[config.mk]
export PLATFORM = sky130hd
export DESIGN_NAME = pofld_top
export DESIGN_NICKNAME = d
export VERILOG_FILES = /design/src/pofld_pkg.sv /design/src/pofld_tick_div.sv /design/src/pofld_frac_calc.sv /design/src/pofld_top.sv
export VERILOG_INCLUDE_DIRS = /design/src
export SDC_FILE = /design/constraint.sdc
export NUM_CORES = 1
export LEC_CHECK = 0
export ABC_CLOCK_PERIOD_IN_PS = 7900
export BUFFER_PORTS_ARGS = -buffer_cell sky130_fd_sc_hd__buf_2
export CAP_MARGIN = 20
export CORE_UTILIZATION = 62
export DETAILED_ROUTE_END_ITERATION = 8
export HOLD_SLACK_MARGIN = 0.08
export PLACE_DENSITY_LB_ADDON = 0.08
export REMOVE_ABC_BUFFERS = 1
export SYNTH_ARGS = -nofsm -noshare
export SYNTH_HDL_FRONTEND = slang
export SYNTH_HIERARCHICAL = 1
export SYNTH_SLANG_ARGS = --single-unit
[constraint.sdc]
create_clock -name clk_sys -period 7.9 [get_ports clk_sys]
set_input_delay 0.395 -clock clk_sys [delete_from_list [all_inputs] [get_ports clk_sys]]
set_output_delay 0.395 -clock clk_sys [all_outputs]
set_load 0.005 [all_outputs]
[src/pofld_defines.svh]
/*
  Register offsets, field positions, reset values for the synthesizer control.
  Assumes byte-wide registers; multi-byte words put their top bits at the
  lowest offset.
*/
`ifndef POFLD_DEFINES_SVH
`define POFLD_DEFINES_SVH
`define POFLD_A_FRAC_H 8'h01
`define POFLD_A_FRAC_M 8'h02
`define POFLD_A_FRAC_L 8'h03
`define POFLD_A_DEN_H 8'h04
`define POFLD_A_DEN_M 8'h05
`define POFLD_A_DEN_L 8'h06
`define POFLD_A_INT_H 8'h07
`define POFLD_A_INT_L 8'h08
`define POFLD_A_PUMP_N 8'h0A
`define POFLD_A_PUMP_F 8'h0B
`define POFLD_A_CTRL 8'h0C
`define POFLD_A_FTIME_H 8'h0D
`define POFLD_A_FTIME_L 8'h0E
`define POFLD_A_OFSA_H 8'h0F
`define POFLD_A_OFSA_M 8'h10
`define POFLD_A_OFSA_L 8'h11
`define POFLD_A_OFSSEL 8'h28
`define POFLD_A_OFSB_H 8'h29
`define POFLD_A_OFSB_M 8'h2A
`define POFLD_A_OFSB_L 8'h2B
`define POFLD_A_LOCKCNT 8'h3F
`define POFLD_A_UNLKCNT 8'h40
`define POFLD_A_IRQSTAT 8'h50
`define POFLD_A_IRQMASK 8'h51
`define POFLD_A_STATUS 8'h52
`define POFLD_B_DSM_EN 0
`define POFLD_B_FAST_EN 1
`define POFLD_B_LD_OFF 2
`define POFLD_I_LOCK 0
`define POFLD_I_UNLOCK 1
`define POFLD_I_FASTDONE 2
`define POFLD_RST_CNT 8'h01
`define POFLD_REF_DIV 50
`endif

[src/pofld_pkg.sv]
/*
  Types shared by the synthesizer control modules.
  Assumes nothing beyond the defines header.
*/
package pofld_pkg;
  typedef enum logic {POFLD_UNLOCKED, POFLD_LOCKED} pofld_ld_e;
  typedef logic [17:0] pofld_word_t;
  typedef logic [11:0] pofld_int_t;
endpackage

[src/pofld_tick_div.sv]
/*
  Divider giving a one-cycle phase-detector reference enable.
  Assumes clk_sys is the only clock; DIV is at least 2.
*/
`timescale 1ns/1ps
module pofld_tick_div #(
  parameter int DIV = 50
) (
  input wire logic clk_sys,
  input wire logic reset,
  output logic tick
);
  logic [15:0] cnt_q;
  always_ff @(posedge clk_sys or posedge reset) begin
    if (reset) begin
      cnt_q <= 16'h0000;
      tick <= 1'b0;
    end else begin
      tick <= (cnt_q == 16'(DIV - 1));
      if (cnt_q == 16'(DIV - 1)) begin
        cnt_q <= 16'h0000;
      end else begin
        cnt_q <= cnt_q + 16'h0001;
      end
    end
  end
endmodule

[src/pofld_frac_calc.sv]
/*
  Offset arithmetic: effective numerator and integer divide value.
  Assumes numerator below denominator; pure combinational.
*/
`timescale 1ns/1ps
module pofld_frac_calc (
  input wire pofld_pkg::pofld_word_t fracNum,
  input wire pofld_pkg::pofld_word_t fracDen,
  input wire pofld_pkg::pofld_int_t intDiv,
  input wire pofld_pkg::pofld_word_t offsetWord,
  output pofld_pkg::pofld_word_t effFrac,
  output pofld_pkg::pofld_int_t effInt,
  output logic carry,
  output logic borrow
);
  logic signed [19:0] sum;
  logic signed [19:0] den;
  always_comb begin
    // offset is signed, numerator and denominator unsigned
    sum = $signed({2'b00, fracNum}) + $signed({{2{offsetWord[17]}}, offsetWord});
    den = $signed({2'b00, fracDen});
    carry = 1'b0;
    borrow = 1'b0;
    effFrac = sum[17:0];
    effInt = intDiv;
    if (sum < 20'sh00000) begin
      borrow = 1'b1;
      effFrac = 18'(sum + den);
      effInt = intDiv - 12'h001;
    end else if (sum >= den) begin
      carry = 1'b1;
      effFrac = 18'(sum - den);
      effInt = intDiv + 12'h001;
    end
  end
endmodule

[src/pofld_top.sv]
/*
  Synthesizer digital control: frequency offset, fast lock timer, lock detect.
  Assumes a byte register port on clk_sys; pins and phase error flags are
  asynchronous and are synchronised here.
*/
// Operation
// - word A low byte write recomputes, commits upper
// - switch B to A recomputes
// - under B 0x11 and 0x08 recompute, not 0x2B
// - switch A to B recomputes
// - offsets signed, numerator denominator unsigned
// - overflow subtracts denominator, integer plus one
// - negative adds denominator, integer minus one
// - fast enable plus 0x08 write starts timer
// - timer running: switch closed, fast pump code
// - timer length is field times reference period
// - five-bit pump code, current code plus one
// - lock detect active while control bit clear
// - after reset lock pin low, unlocked
// - N good comparisons in a row lock
// - N bad comparisons in a row unlock
// - word B only when select set, pin low
`timescale 1ns/1ps
`include "pofld_defines.svh"
module pofld_top #(
  parameter int REF_DIV = `POFLD_REF_DIV,
  parameter int CNT_W = 8
) (
  input wire logic clk_sys,
  input wire logic reset,
  input wire logic [7:0] regAddr,
  input wire logic [7:0] regWrData,
  input wire logic regWrEn,
  input wire logic regRdEn,
  output logic [7:0] regRdData,
  input wire logic transmitPowerdownPin,
  input wire logic phaseErrBelowRef,
  input wire logic phaseErrAboveT,
  output pofld_pkg::pofld_int_t divIntEff,
  output pofld_pkg::pofld_word_t fracNumEff,
  output pofld_pkg::pofld_word_t fracDenominator,
  output logic sigmaDeltaEnable,
  output logic loopSwitchClosed,
  output logic [4:0] pumpCurrentCode,
  output logic [5:0] pumpCurrentSteps,
  output logic lockPin,
  output logic irq
);
////////////////////////////////////////////////////////////////////////////////
  pofld_pkg::pofld_word_t fracNum_q, fracDen_q, ofsA_q, ofsB_q;
  pofld_pkg::pofld_int_t intDiv_q;
  logic [4:0] normalPumpCode_q, fastPumpCode_q;
  logic [2:0] ctrl_q, irqStatus_q, irqMask_q, irqEvent;
  logic [12:0] fastTime_q;
  logic [9:0] ofsAStage_q;
  logic offsetSelect_q, wr;
  logic [CNT_W-1:0] lockTarget_q, unlockTarget_q;
  always_comb wr = regWrEn;
////////////////////////////////////////////////////////////////////////////////
  // configuration writes
  always_ff @(posedge clk_sys or posedge reset) begin
    if (reset) begin
      fracNum_q <= 18'h00000;
      fracDen_q <= 18'h00000;
      intDiv_q <= 12'h000;
      normalPumpCode_q <= 5'h00;
      fastPumpCode_q <= 5'h00;
      ctrl_q <= 3'h0;
      fastTime_q <= 13'h0000;
      ofsAStage_q <= 10'h000;
      ofsA_q <= 18'h00000;
      ofsB_q <= 18'h00000;
      offsetSelect_q <= 1'b0;
      lockTarget_q <= CNT_W'(`POFLD_RST_CNT);
      unlockTarget_q <= CNT_W'(`POFLD_RST_CNT);
      irqMask_q <= 3'h0;
    end else if (wr) begin
      case (regAddr)
        `POFLD_A_FRAC_H: fracNum_q[17:16] <= regWrData[1:0];
        `POFLD_A_FRAC_M: fracNum_q[15:8] <= regWrData;
        `POFLD_A_FRAC_L: fracNum_q[7:0] <= regWrData;
        `POFLD_A_DEN_H: fracDen_q[17:16] <= regWrData[1:0];
        `POFLD_A_DEN_M: fracDen_q[15:8] <= regWrData;
        `POFLD_A_DEN_L: fracDen_q[7:0] <= regWrData;
        `POFLD_A_INT_H: intDiv_q[11:8] <= regWrData[3:0];
        `POFLD_A_INT_L: intDiv_q[7:0] <= regWrData;
        `POFLD_A_PUMP_N: normalPumpCode_q <= regWrData[4:0];
        `POFLD_A_PUMP_F: fastPumpCode_q <= regWrData[4:0];
        `POFLD_A_CTRL: ctrl_q <= regWrData[2:0];
        `POFLD_A_FTIME_H: fastTime_q[12:8] <= regWrData[4:0];
        `POFLD_A_FTIME_L: fastTime_q[7:0] <= regWrData;
        `POFLD_A_OFSA_H: ofsAStage_q[9:8] <= regWrData[1:0];
        `POFLD_A_OFSA_M: ofsAStage_q[7:0] <= regWrData;
        `POFLD_A_OFSA_L: ofsA_q <= {ofsAStage_q, regWrData};
        `POFLD_A_OFSSEL: offsetSelect_q <= regWrData[0];
        `POFLD_A_OFSB_H: ofsB_q[17:16] <= regWrData[1:0];
        `POFLD_A_OFSB_M: ofsB_q[15:8] <= regWrData;
        `POFLD_A_OFSB_L: ofsB_q[7:0] <= regWrData;
        `POFLD_A_LOCKCNT: lockTarget_q <= regWrData[CNT_W-1:0];
        `POFLD_A_UNLKCNT: unlockTarget_q <= regWrData[CNT_W-1:0];
        `POFLD_A_IRQMASK: irqMask_q <= regWrData[2:0];
        default: ;
      endcase
    end
  end
////////////////////////////////////////////////////////////////////////////////
  // pin synchronisers
  logic [1:0] pdnSync_q, belowSync_q, aboveSync_q;
  always_ff @(posedge clk_sys or posedge reset) begin
    if (reset) begin
      pdnSync_q <= 2'b00;
      belowSync_q <= 2'b00;
      aboveSync_q <= 2'b00;
    end else begin
      pdnSync_q <= {pdnSync_q[0], transmitPowerdownPin};
      belowSync_q <= {belowSync_q[0], phaseErrBelowRef};
      aboveSync_q <= {aboveSync_q[0], phaseErrAboveT};
    end
  end
////////////////////////////////////////////////////////////////////////////////
  // offset selection and recompute
  logic selB, selB_q, selChange, wrOfsLow, wrIntLow, recalc, calcCarry, calcBorrow;
  pofld_pkg::pofld_word_t activeOfs, calcFrac;
  pofld_pkg::pofld_int_t intNext, calcInt;
  always_comb begin
    selB = offsetSelect_q & ~pdnSync_q[1];
    selChange = selB ^ selB_q;
    wrOfsLow = wr && (regAddr == `POFLD_A_OFSA_L);
    wrIntLow = wr && (regAddr == `POFLD_A_INT_L);
    recalc = wrOfsLow | selChange | wrIntLow;
    activeOfs = selB ? ofsB_q : (wrOfsLow ? {ofsAStage_q, regWrData} : ofsA_q);
    intNext = wrIntLow ? {intDiv_q[11:8], regWrData} : intDiv_q;
  end
  pofld_frac_calc pofld_frac_calc_inst (
    .fracNum(fracNum_q), .fracDen(fracDen_q), .intDiv(intNext), .offsetWord(activeOfs),
    .effFrac(calcFrac), .effInt(calcInt), .carry(calcCarry), .borrow(calcBorrow)
  );
  always_ff @(posedge clk_sys or posedge reset) begin
    if (reset) begin
      selB_q <= 1'b0;
      divIntEff <= 12'h000;
      fracNumEff <= 18'h00000;
    end else begin
      selB_q <= selB;
      if (recalc) begin
        divIntEff <= calcInt;
        fracNumEff <= calcFrac;
      end
    end
  end
  always_comb begin
    fracDenominator = fracDen_q;
    sigmaDeltaEnable = ctrl_q[`POFLD_B_DSM_EN];
  end
////////////////////////////////////////////////////////////////////////////////
  // fast lock timer
  logic pfdTick, fastStart;
  logic [12:0] fastCnt_q, fastCnt_d;
  pofld_tick_div #(.DIV(REF_DIV)) pofld_tick_div_inst (
    .clk_sys(clk_sys), .reset(reset), .tick(pfdTick)
  );
  always_comb begin
    fastStart = wrIntLow && ctrl_q[`POFLD_B_FAST_EN];
    fastCnt_d = fastCnt_q;
    if (fastStart) begin
      fastCnt_d = fastTime_q;
    end else if (pfdTick && (fastCnt_q != 13'h0000)) begin
      fastCnt_d = fastCnt_q - 13'h0001;
    end
  end
  always_ff @(posedge clk_sys or posedge reset) begin
    if (reset) begin
      fastCnt_q <= 13'h0000;
      loopSwitchClosed <= 1'b0;
      pumpCurrentCode <= 5'h00;
      pumpCurrentSteps <= 6'h01;
    end else begin
      fastCnt_q <= fastCnt_d;
      loopSwitchClosed <= (fastCnt_d != 13'h0000);
      if (fastCnt_d != 13'h0000) begin
        pumpCurrentCode <= fastPumpCode_q;
        pumpCurrentSteps <= {1'b0, fastPumpCode_q} + 6'h01;
      end else begin
        pumpCurrentCode <= normalPumpCode_q;
        pumpCurrentSteps <= {1'b0, normalPumpCode_q} + 6'h01;
      end
    end
  end
////////////////////////////////////////////////////////////////////////////////
  // digital lock detector
  pofld_pkg::pofld_ld_e ldState_q;
  logic [CNT_W-1:0] ldCnt_q;
  logic ldOff;
  always_comb ldOff = ctrl_q[`POFLD_B_LD_OFF];
  always_ff @(posedge clk_sys or posedge reset) begin
    if (reset) begin
      ldState_q <= pofld_pkg::POFLD_UNLOCKED;
      ldCnt_q <= '0;
    end else if (ldOff) begin
      ldState_q <= pofld_pkg::POFLD_UNLOCKED;
      ldCnt_q <= '0;
    end else if (pfdTick) begin
      case (ldState_q)
        pofld_pkg::POFLD_UNLOCKED: begin
          if (!belowSync_q[1]) begin
            ldCnt_q <= '0;
          end else if (ldCnt_q + CNT_W'(1) >= lockTarget_q) begin
            ldState_q <= pofld_pkg::POFLD_LOCKED;
            ldCnt_q <= '0;
          end else begin
            ldCnt_q <= ldCnt_q + CNT_W'(1);
          end
        end
        pofld_pkg::POFLD_LOCKED: begin
          if (!aboveSync_q[1]) begin
            ldCnt_q <= '0;
          end else if (ldCnt_q + CNT_W'(1) >= unlockTarget_q) begin
            ldState_q <= pofld_pkg::POFLD_UNLOCKED;
            ldCnt_q <= '0;
          end else begin
            ldCnt_q <= ldCnt_q + CNT_W'(1);
          end
        end
        default: begin
          ldState_q <= pofld_pkg::POFLD_UNLOCKED;
          ldCnt_q <= '0;
        end
      endcase
    end
  end
  always_comb lockPin = (ldState_q == pofld_pkg::POFLD_LOCKED);
////////////////////////////////////////////////////////////////////////////////
  // interrupts: sticky, write one to clear, set wins
  logic ldLocked_q, fastBusy_q;
  always_ff @(posedge clk_sys or posedge reset) begin
    if (reset) begin
      ldLocked_q <= 1'b0;
      fastBusy_q <= 1'b0;
    end else begin
      ldLocked_q <= lockPin;
      fastBusy_q <= (fastCnt_q != 13'h0000);
    end
  end
  always_comb begin
    irqEvent = 3'h0;
    irqEvent[`POFLD_I_LOCK] = lockPin & ~ldLocked_q;
    irqEvent[`POFLD_I_UNLOCK] = ~lockPin & ldLocked_q;
    irqEvent[`POFLD_I_FASTDONE] = fastBusy_q & (fastCnt_q == 13'h0000);
  end
  always_ff @(posedge clk_sys or posedge reset) begin
    if (reset) begin
      irqStatus_q <= 3'h0;
    end else if (wr && (regAddr == `POFLD_A_IRQSTAT)) begin
      irqStatus_q <= (irqStatus_q & ~regWrData[2:0]) | irqEvent;
    end else begin
      irqStatus_q <= irqStatus_q | irqEvent;
    end
  end
  always_comb irq = |(irqStatus_q & irqMask_q);
////////////////////////////////////////////////////////////////////////////////
  // read back, data one cycle after the strobe
  logic [7:0] rdMux;
  always_comb begin
    rdMux = 8'h00;
    case (regAddr)
      `POFLD_A_FRAC_H: rdMux = {6'h00, fracNum_q[17:16]};
      `POFLD_A_FRAC_M: rdMux = fracNum_q[15:8];
      `POFLD_A_FRAC_L: rdMux = fracNum_q[7:0];
      `POFLD_A_DEN_H: rdMux = {6'h00, fracDen_q[17:16]};
      `POFLD_A_DEN_M: rdMux = fracDen_q[15:8];
      `POFLD_A_DEN_L: rdMux = fracDen_q[7:0];
      `POFLD_A_INT_H: rdMux = {4'h0, intDiv_q[11:8]};
      `POFLD_A_INT_L: rdMux = intDiv_q[7:0];
      `POFLD_A_PUMP_N: rdMux = {3'h0, normalPumpCode_q};
      `POFLD_A_PUMP_F: rdMux = {3'h0, fastPumpCode_q};
      `POFLD_A_CTRL: rdMux = {5'h00, ctrl_q};
      `POFLD_A_FTIME_H: rdMux = {3'h0, fastTime_q[12:8]};
      `POFLD_A_FTIME_L: rdMux = fastTime_q[7:0];
      `POFLD_A_OFSA_H: rdMux = {6'h00, ofsA_q[17:16]};
      `POFLD_A_OFSA_M: rdMux = ofsA_q[15:8];
      `POFLD_A_OFSA_L: rdMux = ofsA_q[7:0];
      `POFLD_A_OFSSEL: rdMux = {7'h00, offsetSelect_q};
      `POFLD_A_OFSB_H: rdMux = {6'h00, ofsB_q[17:16]};
      `POFLD_A_OFSB_M: rdMux = ofsB_q[15:8];
      `POFLD_A_OFSB_L: rdMux = ofsB_q[7:0];
      `POFLD_A_LOCKCNT: rdMux = 8'(lockTarget_q);
      `POFLD_A_UNLKCNT: rdMux = 8'(unlockTarget_q);
      `POFLD_A_IRQSTAT: rdMux = {5'h00, irqStatus_q};
      `POFLD_A_IRQMASK: rdMux = {5'h00, irqMask_q};
      `POFLD_A_STATUS: rdMux = {5'h00, selB, loopSwitchClosed, lockPin};
      default: rdMux = 8'h00;
    endcase
  end
  always_ff @(posedge clk_sys or posedge reset) begin
    if (reset) begin
      regRdData <= 8'h00;
    end else if (regRdEn) begin
      regRdData <= rdMux;
    end else begin
      regRdData <= 8'h00;
    end
  end
////////////////////////////////////////////////////////////////////////////////
  // checks
  chk_ofsa_commit: assert property (@(posedge clk_sys) disable iff (reset)
    (wrOfsLow && !selB) |=> (ofsA_q == $past({ofsAStage_q, regWrData}))
      && (fracNumEff == $past(calcFrac)))
    else $error("offset A low byte did not commit");
  chk_ofsa_upper_hold: assert property (@(posedge clk_sys) disable iff (reset)
    (wr && (regAddr == `POFLD_A_OFSA_H)) |=> $stable(ofsA_q))
    else $error("offset A upper byte acted early");
  chk_switch_to_a: assert property (@(posedge clk_sys) disable iff (reset)
    (selB_q && !selB) |=> (fracNumEff == $past(calcFrac)) && (divIntEff == $past(calcInt)))
    else $error("no recompute on switch to A");
  chk_b_low_quiet: assert property (@(posedge clk_sys) disable iff (reset)
    (wr && (regAddr == `POFLD_A_OFSB_L) && !selChange) |=> $stable(fracNumEff)
      && $stable(divIntEff))
    else $error("offset B low byte recomputed");
  chk_switch_to_b: assert property (@(posedge clk_sys) disable iff (reset)
    (!selB_q && selB) |=> (fracNumEff == $past(calcFrac)))
    else $error("no recompute on switch to B");
  chk_carry_int: assert property (@(posedge clk_sys) disable iff (reset)
    (recalc && calcCarry) |=> (divIntEff == $past(intNext) + 12'h001))
    else $error("carry did not raise integer");
  chk_borrow_int: assert property (@(posedge clk_sys) disable iff (reset)
    (recalc && calcBorrow) |=> (divIntEff == $past(intNext) - 12'h001))
    else $error("borrow did not lower integer");
  chk_fast_start: assert property (@(posedge clk_sys) disable iff (reset)
    fastStart |=> (fastCnt_q == $past(fastTime_q)))
    else $error("fast timer not loaded");
  chk_fast_outputs: assert property (@(posedge clk_sys) disable iff (reset)
    (fastCnt_q != 13'h0000) |-> loopSwitchClosed && (pumpCurrentCode == fastPumpCode_q)
      || $changed(fastPumpCode_q))
    else $error("fast lock outputs wrong");
  chk_fast_count: assert property (@(posedge clk_sys) disable iff (reset)
    (pfdTick && !fastStart && (fastCnt_q != 13'h0000)) |=>
      (fastCnt_q == $past(fastCnt_q) - 13'h0001))
    else $error("fast timer did not step on reference tick");
  chk_ld_off: assert property (@(posedge clk_sys) disable iff (reset)
    ldOff |=> !lockPin)
    else $error("lock pin high while detection off");
  chk_lock_run: assert property (@(posedge clk_sys) disable iff (reset)
    $rose(lockPin) |-> $past(belowSync_q[1]) && $past(pfdTick)
      && ($past(ldCnt_q) + CNT_W'(1) >= $past(lockTarget_q)))
    else $error("lock declared without run");
  chk_unlock_run: assert property (@(posedge clk_sys) disable iff (reset)
    $fell(lockPin) && !$past(ldOff) |-> $past(aboveSync_q[1]) && $past(pfdTick))
    else $error("unlock declared without bad run");
  chk_sel_rule: assert property (@(posedge clk_sys) disable iff (reset)
    selB == (offsetSelect_q && !$past(transmitPowerdownPin, 2)))
    else $error("offset word selection wrong");
  chk_cnt_restart: assert property (@(posedge clk_sys) disable iff (reset)
    $changed(ldState_q) |-> (ldCnt_q == '0))
    else $error("lock counter not restarted");
  cov_lock: cover property (@(posedge clk_sys) disable iff (reset) $rose(lockPin));
  cov_unlock: cover property (@(posedge clk_sys) disable iff (reset) $fell(lockPin));
  cov_fast_done: cover property (@(posedge clk_sys) disable iff (reset)
    irqEvent[`POFLD_I_FASTDONE]);
  cov_carry: cover property (@(posedge clk_sys) disable iff (reset) recalc && calcCarry);
  cov_to_b: cover property (@(posedge clk_sys) disable iff (reset) !selB_q && selB);
endmodule

After elaboration in Yosys (flattened, before gate mapping) --
Index checks and enable logic that the tools add are counted.
Operators by class: bitwise operators 15, add/sub/neg operators 10, equal/unequal tests 26, reductions and logical operators 33, magnitude comparators 4, mux-type cells 29
Operators with widths (number):
- one-hot mux 8 bit (25 select lines) | 1
- 2-to-1 mux 18 bit | 4
- 2-to-1 mux 8 bit | 8
- equality test 8 x 4 -> 1 bit, second input constant | 7
- AND reduction 2 bit | 23
- equality test 8 x 6 -> 1 bit, second input constant | 5
- equality test 8 x 3 -> 1 bit, second input constant | 4
- equality test 8 x 7 -> 1 bit, second input constant | 4
- 2-to-1 mux 13 bit | 2
- nonzero test 13 bit | 2
- 2-to-1 mux 12 bit | 2
- adder 19 x 18 -> 20 bit | 1
- greater-or-equal comparator 20 x 19 -> 1 bit | 1
- < comparator 20 x 1 -> 1 bit, second input constant | 1
- adder 18 bit | 1
- subtractor 18 bit | 1
- adder 16 x 1 -> 16 bit, second input constant | 1
- equality test 16 x 6 -> 1 bit, second input constant | 1
- equality test 8 x 2 -> 1 bit, second input constant | 2
- equality test 8 x 5 -> 1 bit, second input constant | 2
- greater-or-equal comparator 8 bit | 2
- 2-to-1 mux 16 bit | 1
- one-hot mux 8 bit (2 select lines) | 1
- logical NOT 13 bit | 1
- other kinds (21) | 39
Storage, ports and cells: word-level logic and storage cells 158, bits in registers 241, output and inout port bits 71, input bits 23

Depth between registers and ports, before layout --
Gate-level depths: netlist of run 1.
depth in word-level cells 8, gate-level depth with buffers 30, depth with buffers taken out 28

By module --
Netlist of run 1, hierarchy kept.
Modules (own cells, without submodules):
- pofld_top | cells an instance 848, times used 1, area an instance 10488.8 um^2, seq. area each 5609.1 um^2
- pofld_frac_calc | cells an instance 452, times used 1, area an instance 3228.1 um^2, seq. area each 0.0 um^2
- pofld_tick_div | cells an instance 74, times used 1, area an instance 828.3 um^2, seq. area each 425.4 um^2

Worst setup path after synthesis of run 1 --
OpenSTA, ideal clock, no wires.
path type input -> register, start input port regAddr[0], end register fracNumEff[11], stages 28, path buffers 5, arrival 6074 ps, data required time 7775 ps, library setup time 125 ps, path slack 1702 ps, path through clkbuf_1 > nand2b_1 > clkbuf_1 > nor2_1 > nand2_1 > clkbuf_1 > mux2_2 > mux2_2 > ha_1 > a41oi_1 > o21a_1 > o21ai_0 > a21o_1 > a21oi_1 > xnor2_1 > ha_1 > clkbuf_1 > a21o_1 > a21oi_1 > o21bai_1 > o41ai_2 > and2_1 > a2bb2oi_2 > inv_2 > buf_6 > a221o_1 > a22o_1 > mux2_2
Between the ends: word-level cells in the longest chain between the ends 8, elaborated cells on any way between the ends 15, classes of those cells add/sub: 3; order compare: 2; eq/ne: 2; mux: 4; bitwise: 2; reduce/logical: 2
Ends and longest elaborated chain:
- start, declared | RTL line pofld_top.sv:31 | input wire logic [7:0] regAddr,
- equality test 8 x 5 -> 1 bit *
- logical AND 1 bit * | RTL line pofld_top.sv:128 | wrOfsLow = wr && (regAddr == `POFLD_A_OFSA_L);
- 2-to-1 mux 18 bit * (2 in a row) | RTL line pofld_top.sv:131 | activeOfs = selB ? ofsB_q : (wrOfsLow ? {ofsAStage_q, regWrData} : ofsA_q);
- named net activeOfs[9] | RTL line pofld_top.sv:123 | pofld_pkg::pofld_word_t activeOfs, calcFrac;
- adder 19 x 18 -> 20 bit * | RTL line pofld_frac_calc.sv:20 | sum = $signed({2'b00, fracNum}) + $signed({{2{offsetWord[17]}}, offsetWord});
- subtractor 18 bit / greater-or-equal comparator 20 x 19 -> 1 bit (equally long branches) | RTL line pofld_frac_calc.sv:32, pofld_frac_calc.sv:30
- 2-to-1 mux 18 bit | RTL line pofld_frac_calc.sv:30 | end else if (sum >= den) begin
- 2-to-1 mux 18 bit * | RTL line pofld_frac_calc.sv:26 | if (sum < 20'sh00000) begin
- named net calcFrac[11] | RTL line pofld_top.sv:123
- end signal, assigned | RTL line pofld_top.sv:147 | fracNumEff <= calcFrac;
- end, declared | RTL line pofld_top.sv:40 | output pofld_pkg::pofld_word_t fracNumEff,
The timed path passes the listed nets; every way through them passes the cells marked *. A chain may end at the register's enable or synchronous reset.

Worst setup path in the final report of run 1 --
start input port regAddr[3], end register fracNumEff[4]
The elaborated chain is that of the path after synthesis.

==> results of run 1 <==
## path summary, 6_finish.rpt
check                                                          end                      from  slack, ns
setup / recovery                         fracNumEff[4]$_DFFE_PP0P_                regAddr[3]       1.29
hold / removal                               ofsA_q[1]$_DFFE_PP0P_              regWrData[1]       0.21
setup reg to reg                         fracNumEff[4]$_DFFE_PP0P_    pdnSync_q[1]$_DFF_PP0_       1.50
hold reg to reg                           belowSync_q[1]$_DFF_PP0_  belowSync_q[0]$_DFF_PP0_       0.35
max in group asynchronous                   regRdData[7]$_DFF_PP0_                     reset       5.45
min in group asynchronous  pofld_tick_div_inst/cnt_q[11]$_DFF_PP0_                     reset       0.52
## layout by cell type (no fill, tap or decap), types with 6 or more instances in the layout
| cell type | n |
|---|---|
| a211oi_1 | 9 |
| a21o_1 | 15 |
| a21oi_1 | 65 |
| a221o_1 | 11 |
| a221oi_1 | 13 |
| a222oi_1 | 6 |
| a22o_1 | 23 |
| a22oi_1 | 24 |
| a31oi_1 | 13 |
| and3_1 | 11 |
| buf_2 | 93 |
| buf_4 | 15 |
| clkbuf_16 | 27 |
| dfrtp_1 | 238 |
| ha_1 | 78 |
| inv_1 | 73 |
| mux2_2 | 193 |
| mux2i_1 | 6 |
| nand2_1 | 76 |
| nand2b_1 | 12 |
| nand3_1 | 30 |
| nand4_1 | 18 |
| nor2_1 | 96 |
| nor2b_1 | 11 |
| nor3_1 | 25 |
| nor4_1 | 12 |
| o21ai_0 | 38 |
| o21bai_1 | 11 |
| o221ai_1 | 10 |
| or2_2 | 6 |
| or3_1 | 9 |
| xnor2_1 | 41 |
| xor2_1 | 22 |
## area by class of cell
class	count	area share, %
clock buffers	33	4.55
clock inverters	17	1.17
inverters	76	1.84
multi-input cells	1000	49.0
flip-flops and latches	241	37.2
well taps	313	2.41
repair buffers	112	3.81
## worst register-to-register path, stage by stage (launching register included)
cell and delay [ns]:
dfrtp_1 0.39, nand2b_1 0.50, buf_4 0.33, mux2_2 0.37
ha_1 0.37, nor2b_1 0.19, o31a_1 0.18, a211oi_1 0.09
o31ai_2 0.52, o21ai_0 0.14, nor2b_1 0.16, xnor2_1 0.31
ha_1 0.39, inv_1 0.15, nor3_1 0.08, a21boi_0 0.15
o41ai_2 0.48, and2_1 0.22, a2bb2oi_2 0.18, inv_2 0.20
a221o_1 0.40, a22o_1 0.19, mux2_2 0.26
## where the power goes
part           switching [mW]  internal (mW)
clock                   0.530          0.768
sequential             0.0697           1.32
combinational           0.351          0.272
## per-stage QoR
| stage | hold WS, ns | power, mW | std cells | cell area (um2) |
|---|---|---|---|---|
| after floorplan | 0.321 | 1.79 | 1317 | 14300 |
| after detailed placement | 0.335 | 2.02 | 1738 | 15300 |
| final | 0.208 | 3.31 | 1792 | 16200 |
| after global placement | 0.333 | 2.00 | 1737 | 15200 |
| after CTS | 0.196 | 3.32 | 1792 | 16200 |
| after global routing | 0.213 | 3.44 | 1792 | 16200 |
## registers in the layout, summed over array words and instances, names as in the netlist, 5 cells and up
name                       cells
normalPumpCode_q               5
ofsAStage_q                   10
fastTime_q                    13
ofsA_q                        18
lockTarget_q                   8
pumpCurrentSteps               6
divIntEff                     12
fracNum_q                     18
fastCnt_q                     13
unlockTarget_q                 8
fracNumEff                    18
fastPumpCode_q                 5
pofld_tick_div_inst/cnt_q     16
pumpCurrentCode                5
regRdData                      8
ldCnt_q                        8
fracDenominator               18
ofsB_q                        18
intDiv_q                      12
## what timing repair did
item,in CTS,in global routing
resized for setup,0,0
setup endpoints to repair,0,0
hold buffers,4,0
endpoints found under the hold margin,20,0
## kinds of logic after synthesis
| family | count (synthesis) | synth area share (%) |
|---|---|---|
| adder cells (fa/ha/maj) | 81 | 7.12 |
| XOR/XNOR | 63 | 3.79 |
| multiplexers | 206 | 16.1 |
| buffers and inverters | 133 | 3.83 |
| AO/OA/AOI/OAI | 306 | 15.2 |
| flip-flops | 241 | 41.5 |
| AND/OR/NAND/NOR | 344 | 12.4 |
## per-layer routing
metal | routed length [um] | vias to the layer above
li1 | - | 5258
met1 | 17300 | 5844
met2 | 18600 | 578
met3 | 3940 | 96
met4 | 1190 | 0
met5 | 0 | -
==> flow_summary.ini, run 1 <==
[layout]
n_antenna_cell = 0
fin_nets = 1562
regArea_um2 = 6030
drive_gt1_share_pct = 26.8
finish.utilization_pct = 71.0
syn2layout_area_growth_pct = 11.5
multiInputGateArea_um2 = 7950
fill_cells = 1755

[timing]
post-route-period-util_pct = 83.7
hold_viol = 0
timing.final.ws_setup_ns = 1.29
relSlewSlack_pct = 32.9
tightest_slew_ns = 1.01
finalSetupTns_ns = 0
finalSetupViolCount = 0
slew_viol_final = 0
max_freq_ghz = 0.151
grt_setup_unrepaired = no
fin_skew_ns = 0.0158
period_needed_ns = 6.61

[clock_network]
cts_setup_buffers = 0
cts_num_sinks = 241
cts_buffers = 27
cts.path.max_buffers = 3
cts-htree-levels = 1
cts_tree = yes
insertion_delay_ns = 0.54
clockRootBuffer = clkbuf_16
clk_pin_slew_ns = 0.06

[placement]
dp_slack_ns = 0.937
dp_hpwl_mm = 29.8
io_buffers = 93
place.gp.congestion = 0.997

[setup_path]
startpoint_type = primary input
cpMaxStageDelayCell = o31ai_2
crit_arrival_ns = 7.03
critPathMaxFanout = 20
cp_top_family = compound AO/OA/AOI/OAI gates
crit_type = in -> reg
path_depth = 29
crit_buf_inv = 6
worst_ep_required_time_ns = 8.32
slowest_delay_ns = 0.52
critPathCaptureType = flop
path_common_cell = mux2_2
reg2reg_depth = 22

[status]
status = complete, no violations

[global_routing]
grt_util_met1_pct = 48.0
overflow = 0
grt_max_degree = 127
antenna_found_initial = 0
grt_usage_pct = 35.0
grt_pass1_vias = 11504
grt.met3_usage_pct = 7.38
grt_busiest_layer = met2
grt_util_met2_pct = 55.4
grt_pass1_wl_mm = 64.9

[synthesis]
synth_top_area_share_pct = 40.9
synth.area.top_cells = dfrtp_1 41%, mux2_2 15%, ha_1 6.7%, nor2_1 2.5%, xnor2_1 2.5%
seq_area_frac_synth_pct = 41.5
ys_types = 87
synth_edf_count = 0
yosysTopAreaCell = dfrtp_1
synthTopCellsByCount = 238 x dfrtp_1, 193 x mux2_2, 96 x nor2_1
netlist_instances = 1374
syn_area_um2 = 14500
synth_area_per_cell_um2 = 10.6
synth.most_common_cell = dfrtp_1
ys.warnings.count = 6
synth_flop_cell = dfrtp_1
yosys_register_bits = 241
async_reset_ff_share_pct = 100

[die]
placementRows = 55
start_util_pct = 63.7
die_w_um = 155
fp.dieArea_um2 = 24100
die_h_um = 155
core_um2 = 22800
pin_count = 94

[flow_run]
cap_violations = 0

[route]
wl_mm = 41.0
vias = 11776
detail-route-antenna-nets = 0
route.detailed.drc = 0
drt-initial-drc-count = 1117
drt-vias-per-instance = 6.57
wire_per_inst_um = 22.9
first_pass_iters = 9

[pwr]
leakagePower_nw = 7.74
power_per_cell_area_nw_per_um2 = 204
vdd_drop_max_v = 0.000174

[worst_hold_path]
hold_depth = 2
holdCritPathClass = in -> reg
No activity file was read; power rests on OpenSTA's default activity.
==> run 2, diff against run 1 <==
--- a/config.mk
+++ b/config.mk
@@ -6,7 +6,7 @@
 export SDC_FILE = /design/constraint.sdc
 export NUM_CORES = 1
 export LEC_CHECK = 0
-export ABC_CLOCK_PERIOD_IN_PS = 7900
+export ABC_CLOCK_PERIOD_IN_PS = 6800
 export BUFFER_PORTS_ARGS = -buffer_cell sky130_fd_sc_hd__buf_2
 export CAP_MARGIN = 20
 export CORE_UTILIZATION = 62
==> constraint.sdc (replaced) <==
create_clock -name clk_sys -period 6.8 [get_ports clk_sys]
set_input_delay 0.34 -clock clk_sys [delete_from_list [all_inputs] [get_ports clk_sys]]
set_output_delay 0.34 -clock clk_sys [all_outputs]
set_load 0.005 [all_outputs]
==> run 2 against run 1 <==
Sequential share of layout area fell by 0.26 points. Clock power rose by 24%. Wire length rose by 1.1%. Sequential power rose by 16%. Global-route usage rose by 0.30 points. Combinational power rose by 18%. Critical path type unchanged. Cell count rose by 0.22%. Clock skew fell by 0.00083 ns. Register-to-register slack got worse by 0.95 ns. Critical endpoint unchanged. Via count fell by 0.77%. First-iteration DRC count fell by 6.3%.
==> flow_summary.ini, run 2 (same netlist as run 1, synthesis figures left out) <==
[status]
status = complete, no violations

[setup_path]
critPathCaptureType = flop
startpoint_type = primary input
critPathMaxFanout = 20
worst_ep_required_time_ns = 7.22
crit_arrival_ns = 6.69
crit_type = in -> reg

[clock_network]
clockRootBuffer = clkbuf_16
cts_tree = yes
cts.path.max_buffers = 3
postCtsHoldBufs = 4
cts_setup_buffers = 0
cts_buffers = 26
cts_resized = 0
clk_pin_slew_ns = 0.06
insertion_delay_ns = 0.54
cts_num_sinks = 241
cts-htree-levels = 1

[global_routing]
grt_pass1_wl_mm = 65.2
overflow = 0
antenna_found_initial = 0
grt_usage_pct = 35.2
grt_max_degree = 143
grt_pass1_vias = 11408

[pwr]
clkPwrFrac_pct = 40.6
vdd_drop_max_v = 0.000202
seq_power_share_pct = 40.8
power_per_cell_area_nw_per_um2 = 242
p_comb_share_pct = 18.6
p_int_mw = 2.85
p_sw_share_pct = 27.8
p_sw_mw = 1.10
leakagePower_nw = 7.79

[placement]
io_buffers = 93
dp_hpwl_mm = 29.8
place.gp.congestion = 0.984

[layout]
fill_cells = 1727
finish.utilization_pct = 71.5
syn2layout_area_growth_pct = 12.3
final_common_cell = dfrtp_1
fin_nets = 1567
n_antenna_cell = 0
drive_gt1_share_pct = 26.8
layout_common_cells = 238 x dfrtp_1, 193 x mux2_2, 96 x nor2_1, 93 x buf_2, 78 x ha_1

[route]
first_pass_iters = 7
drt-initial-drc-count = 1047
wl_mm = 41.5
vias = 11685
drt-vias-per-instance = 6.51
wire_per_inst_um = 23.1
route.detailed.drc = 0
detail-route-antenna-nets = 0

[die]
placementRows = 55
fp.dieArea_um2 = 24100
die_w_um = 155
start_util_pct = 63.7
pin_count = 94
core_um2 = 22800
die_h_um = 155

[timing]
fin_skew_ns = 0.0150
relSlewSlack_pct = 35.8
hold_viol = 0
tightest_slew_ns = 0.964
finalSetupTns_ns = 0
period_needed_ns = 6.27
finalSetupViolCount = 0
slew_viol_final = 0
max_freq_ghz = 0.159
post-route-period-util_pct = 92.3
grt_setup_unrepaired = no

[worst_hold_path]
holdCritPathClass = in -> reg

[flow_run]
cap_violations = 0
## run 2: cell types whose count changed in the layout (fill, tap and decap cells not counted)
cell / previous run / this run
clkinvlp_4: 3 / 4
buf_4: 15 / 20
clkinv_4: 4 / 2
buf_16: 0 / 1
inv_6: 3 / 1
bufinv_16: 3 / 6
clkbuf_1: 2 / 5
clkinv_2: 5 / 0
## run 2: final cells by class
class / count / area (um2) / share of cell area (%)
repair buffers: 118 / 683 / 4.18
clock buffers: 36 / 749 / 4.59
well taps: 313 / 392 / 2.40
clock inverters: 12 / 228 / 1.39
multi-input cells: 1000 / 7950 / 48.7
inverters: 76 / 298 / 1.82
flip-flops and latches: 241 / 6030 / 36.9
## run 2: worst max-delay path, stage by stage
cell and delay [ns]:
buf_2 0.24, nor2_1 0.10, nand4b_1 0.17, nor2_1 0.08
nand2_1 0.12, buf_4 0.30, mux2_2 0.38, mux2_2 0.27
ha_1 0.37, nand2_1 0.09, o21ai_0 0.32, nand2_1 0.16
o21ai_0 0.49, a21o_1 0.19, a21oi_1 0.07, xnor2_1 0.29
ha_1 0.38, a21o_1 0.22, a21oi_1 0.15, o21bai_1 0.11
o41ai_2 0.40, and2_1 0.21, a2bb2oi_2 0.17, inv_2 0.20
a221o_1 0.39, a22o_1 0.20, mux2_2 0.26
## run 2: power groups by stage
stage / Sequential, mW / Clock [mW] / Combinational, mW
floorplan: 1.62 / 0 / 0.466
global placement: 1.63 / 0 / 0.701
detailed placement: 1.63 / 0 / 0.715
CTS: 1.61 / 1.62 / 0.722
global route: 1.62 / 1.67 / 0.800
finish: 1.61 / 1.61 / 0.734
## run 2: worst paths after layout
path	from	end	slack [ns]	depth (start not counted)
setup / recovery	regAddr[3]	fracNumEff[4]$_DFFE_PP0P_	0.53	27
hold / removal	regWrData[1]	ofsA_q[1]$_DFFE_PP0P_	0.13	2
setup reg to reg	pdnSync_q[1]$_DFF_PP0_	fracNumEff[4]$_DFFE_PP0P_	0.55	22
hold reg to reg	aboveSync_q[0]$_DFF_PP0_	aboveSync_q[1]$_DFF_PP0_	0.35	0
max in group asynchronous	reset	fracDenominator[4]$_DFFE_PP0P_	4.83	5
min in group asynchronous	reset	pofld_tick_div_inst/cnt_q[9]$_DFF_PP0_	0.49	3
## run 2: layer usage
layer	vias up	part of all wire (%)	track usage, %
li1	5265	-	-
met1	5842	44	51.0
met2	490	45	54.9
met3	88	7.7	5.49
met4	0	3.0	10.1
met5	-	0	0
## run 2: per-stage QoR
stage          total power [mW]  hold WS, ns  instance area, um2  std cells  setup WS [ns]
2_1_floorplan              2.08        0.266               14300       1317          0.174
3_3_place_gp               2.33        0.332               15300       1743          0.383
3_5_place_dp               2.35        0.338               15300       1743          0.159
4_1_cts                    3.95        0.123               16300       1795          0.711
5_1_grt                    4.09        0.127               16300       1796          0.233
6_report                   3.95        0.134               16300       1796          0.525
==> run 3, diff against run 2 <==
--- a/config.mk
+++ b/config.mk
@@ -13,6 +13,7 @@
 export DETAILED_ROUTE_END_ITERATION = 8
 export HOLD_SLACK_MARGIN = 0.08
 export PLACE_DENSITY_LB_ADDON = 0.08
+export RECOVER_POWER = 100
 export REMOVE_ABC_BUFFERS = 1
 export SYNTH_ARGS = -nofsm -noshare
 export SYNTH_HDL_FRONTEND = slang
==> run 3 against run 2 <==
The flow now finishes with violations (max-capacitance violations, max-slew violations). Sequential share of layout area rose by 0.39 points. Worst setup slack got worse by 0.015 ns. Clock power barely moved. Worst hold slack got worse by 0.0023 ns. Critical path depth did not move. Via count rose by 0.45%. Clock-buffer cell count did not move. Critical endpoint unchanged. Largest power group unchanged.
==> flow_summary.ini, run 3 (same netlist as run 1, synthesis figures left out) <==
[status]
status = finished, violations left
violations = max-capacitance violations, max-slew violations

[die]
die_w_um = 155
start_util_pct = 63.7
core_um2 = 22800
pin_count = 94
placementRows = 55
fp.dieArea_um2 = 24100
die_h_um = 155

[global_routing]
antenna_found_initial = 0
overflow = 0
grt_usage_pct = 35.2
grt_util_met2_pct = 54.9
grt_max_degree = 143
grt_pass1_vias = 11408
grt_util_met1_pct = 51.0
grt_pass1_wl_mm = 65.2
grt.met3_usage_pct = 5.49
grt_busiest_layer = met2

[pwr]
finalPower_mw = 3.94
p_sw_mw = 1.10
p_int_mw = 2.84
p_sw_share_pct = 27.8
clkPwrFrac_pct = 40.7
p_comb_share_pct = 18.3
leakagePower_nw = 7.64
seq_power_share_pct = 40.9
power_per_cell_area_nw_per_um2 = 244
vdd_drop_max_v = 0.000203

[worst_hold_path]
hold_start = regWrData[1]
holdCritPathClass = in -> reg

[layout]
syn2layout_area_growth_pct = 11.2
fin_nets = 1567
fill_cells = 1761
stdcell_count = 1796
drive_gt1_share_pct = 22.3
layout_common_cells = 238 x dfrtp_1, 177 x mux2_2, 96 x nor2_1, 78 x ha_1, 76 x nand2_1
final_common_cell = dfrtp_1
fin_area_um2 = 16200
n_antenna_cell = 0
finish.utilization_pct = 70.8

[timing]
hold_viol = 0
post-route-period-util_pct = 92.5
fin_skew_ns = 0.0139
slew_viol_final = 143
max_freq_ghz = 0.159
hold_slack_ns = 0.131
tightest_slew_ns = 5.34
timing.final.ws_setup_ns = 0.510
relSlewSlack_pct = -256
finalSetupTns_ns = 0
grt_setup_unrepaired = no
period_needed_ns = 6.29
finalSetupViolCount = 0

[setup_path]
startpoint_type = primary input
path_common_cell = nand2_1
critPathMaxFanout = 20
crit_type = in -> reg
critPathCaptureType = flop
r2r-start = pdnSync_q[1]$_DFF_PP0_
cpMaxStageDelayCell = o21ai_0
worst_ep_required_time_ns = 7.22
crit_arrival_ns = 6.71
slowest_delay_ns = 0.47
crit_start = regAddr[3]

[clock_network]
cts_tree = yes
cts_resized = 0
cts_num_sinks = 241
cts-htree-levels = 1
clk_pin_slew_ns = 0.06
insertion_delay_ns = 0.54
cts.path.max_buffers = 3
clockRootBuffer = clkbuf_16
cts_buffers = 26

[placement]
post-place-cells = 1743
dp_slack_ns = 0.159
dp_hpwl_mm = 29.8
io_buffers = 93
place_area_um2 = 15300
place.gp.congestion = 0.984

[flow_run]
cap_violations = 1

[route]
wl_mm = 41.6
wire_per_inst_um = 23.1
detail-route-antenna-nets = 0
vias = 11738
drt-vias-per-instance = 6.54
drt-initial-drc-count = 1137
first_pass_iters = 8
route.detailed.drc = 0
run 3: cell types whose count changed in the layout (fill, tap and decap cells not counted), sizes merged:
| cell | before | now |
|---|---|---|
| clkbuf | 36 | 71 |
| buf | 114 | 79 |
run 3: path summary, 6_finish.rpt:
check / end / slack, ns / cells past startpoint
setup reg to reg: fracNumEff[4]$_DFFE_PP0P_ / 0.56 / 22
max in group asynchronous: ldCnt_q[5]$_DFFE_PP0P_ / 1.37 / 3
setup / recovery: fracNumEff[4]$_DFFE_PP0P_ / 0.51 / 27
hold / removal: ofsA_q[1]$_DFFE_PP0P_ / 0.13 / 2
hold reg to reg: aboveSync_q[1]$_DFF_PP0_ / 0.35 / 0
min in group asynchronous: pofld_tick_div_inst/cnt_q[9]$_DFF_PP0_ / 0.44 / 3
run 3: final cells by class:
type                    instances  area (um2)  area share (%)
well taps                     313         392            2.42
multi-input cells            1000        7850            48.5
flip-flops and latches        241        6030            37.3
repair buffers                118         626            3.87
inverters                      76         290            1.80
clock inverters                12         228            1.41
clock buffers                  36         749            4.64
run 3: critical path, delay by kind of cell:
kind	cells	cell delay (ns)
multiplexers	3	0.88
adder cells (fa/ha/maj)	2	0.75
AND/OR/NAND/NOR	7	1.10
buffers and inverters	3	0.63
XOR/XNOR	1	0.29
AO/OA/AOI/OAI	11	2.69
run 3: what timing repair did:
action                    in CTS  in global routing
hold endpoints to repair      20                  0
hold buffers                   4                  0
setup buffers                  0                  0
run 3: layer usage:
| layer | share of wire, % | routed length, um | up-vias |
|---|---|---|---|
| li1 | - | - | 5265 |
| met1 | 44 | 18200 | 5849 |
| met2 | 45 | 18800 | 531 |
| met3 | 8.0 | 3310 | 93 |
| met4 | 3.1 | 1280 | 0 |
| met5 | 0 | 0 | - |
run 3: power by group through the flow:
stage,Combinational (mW),Sequential [mW],Clock [mW]
4_1_cts,0.722,1.61,1.62
6_report,0.722,1.61,1.60
3_5_place_dp,0.715,1.63,0
5_1_grt,0.787,1.62,1.67
2_1_floorplan,0.466,1.62,0
3_3_place_gp,0.701,1.63,0
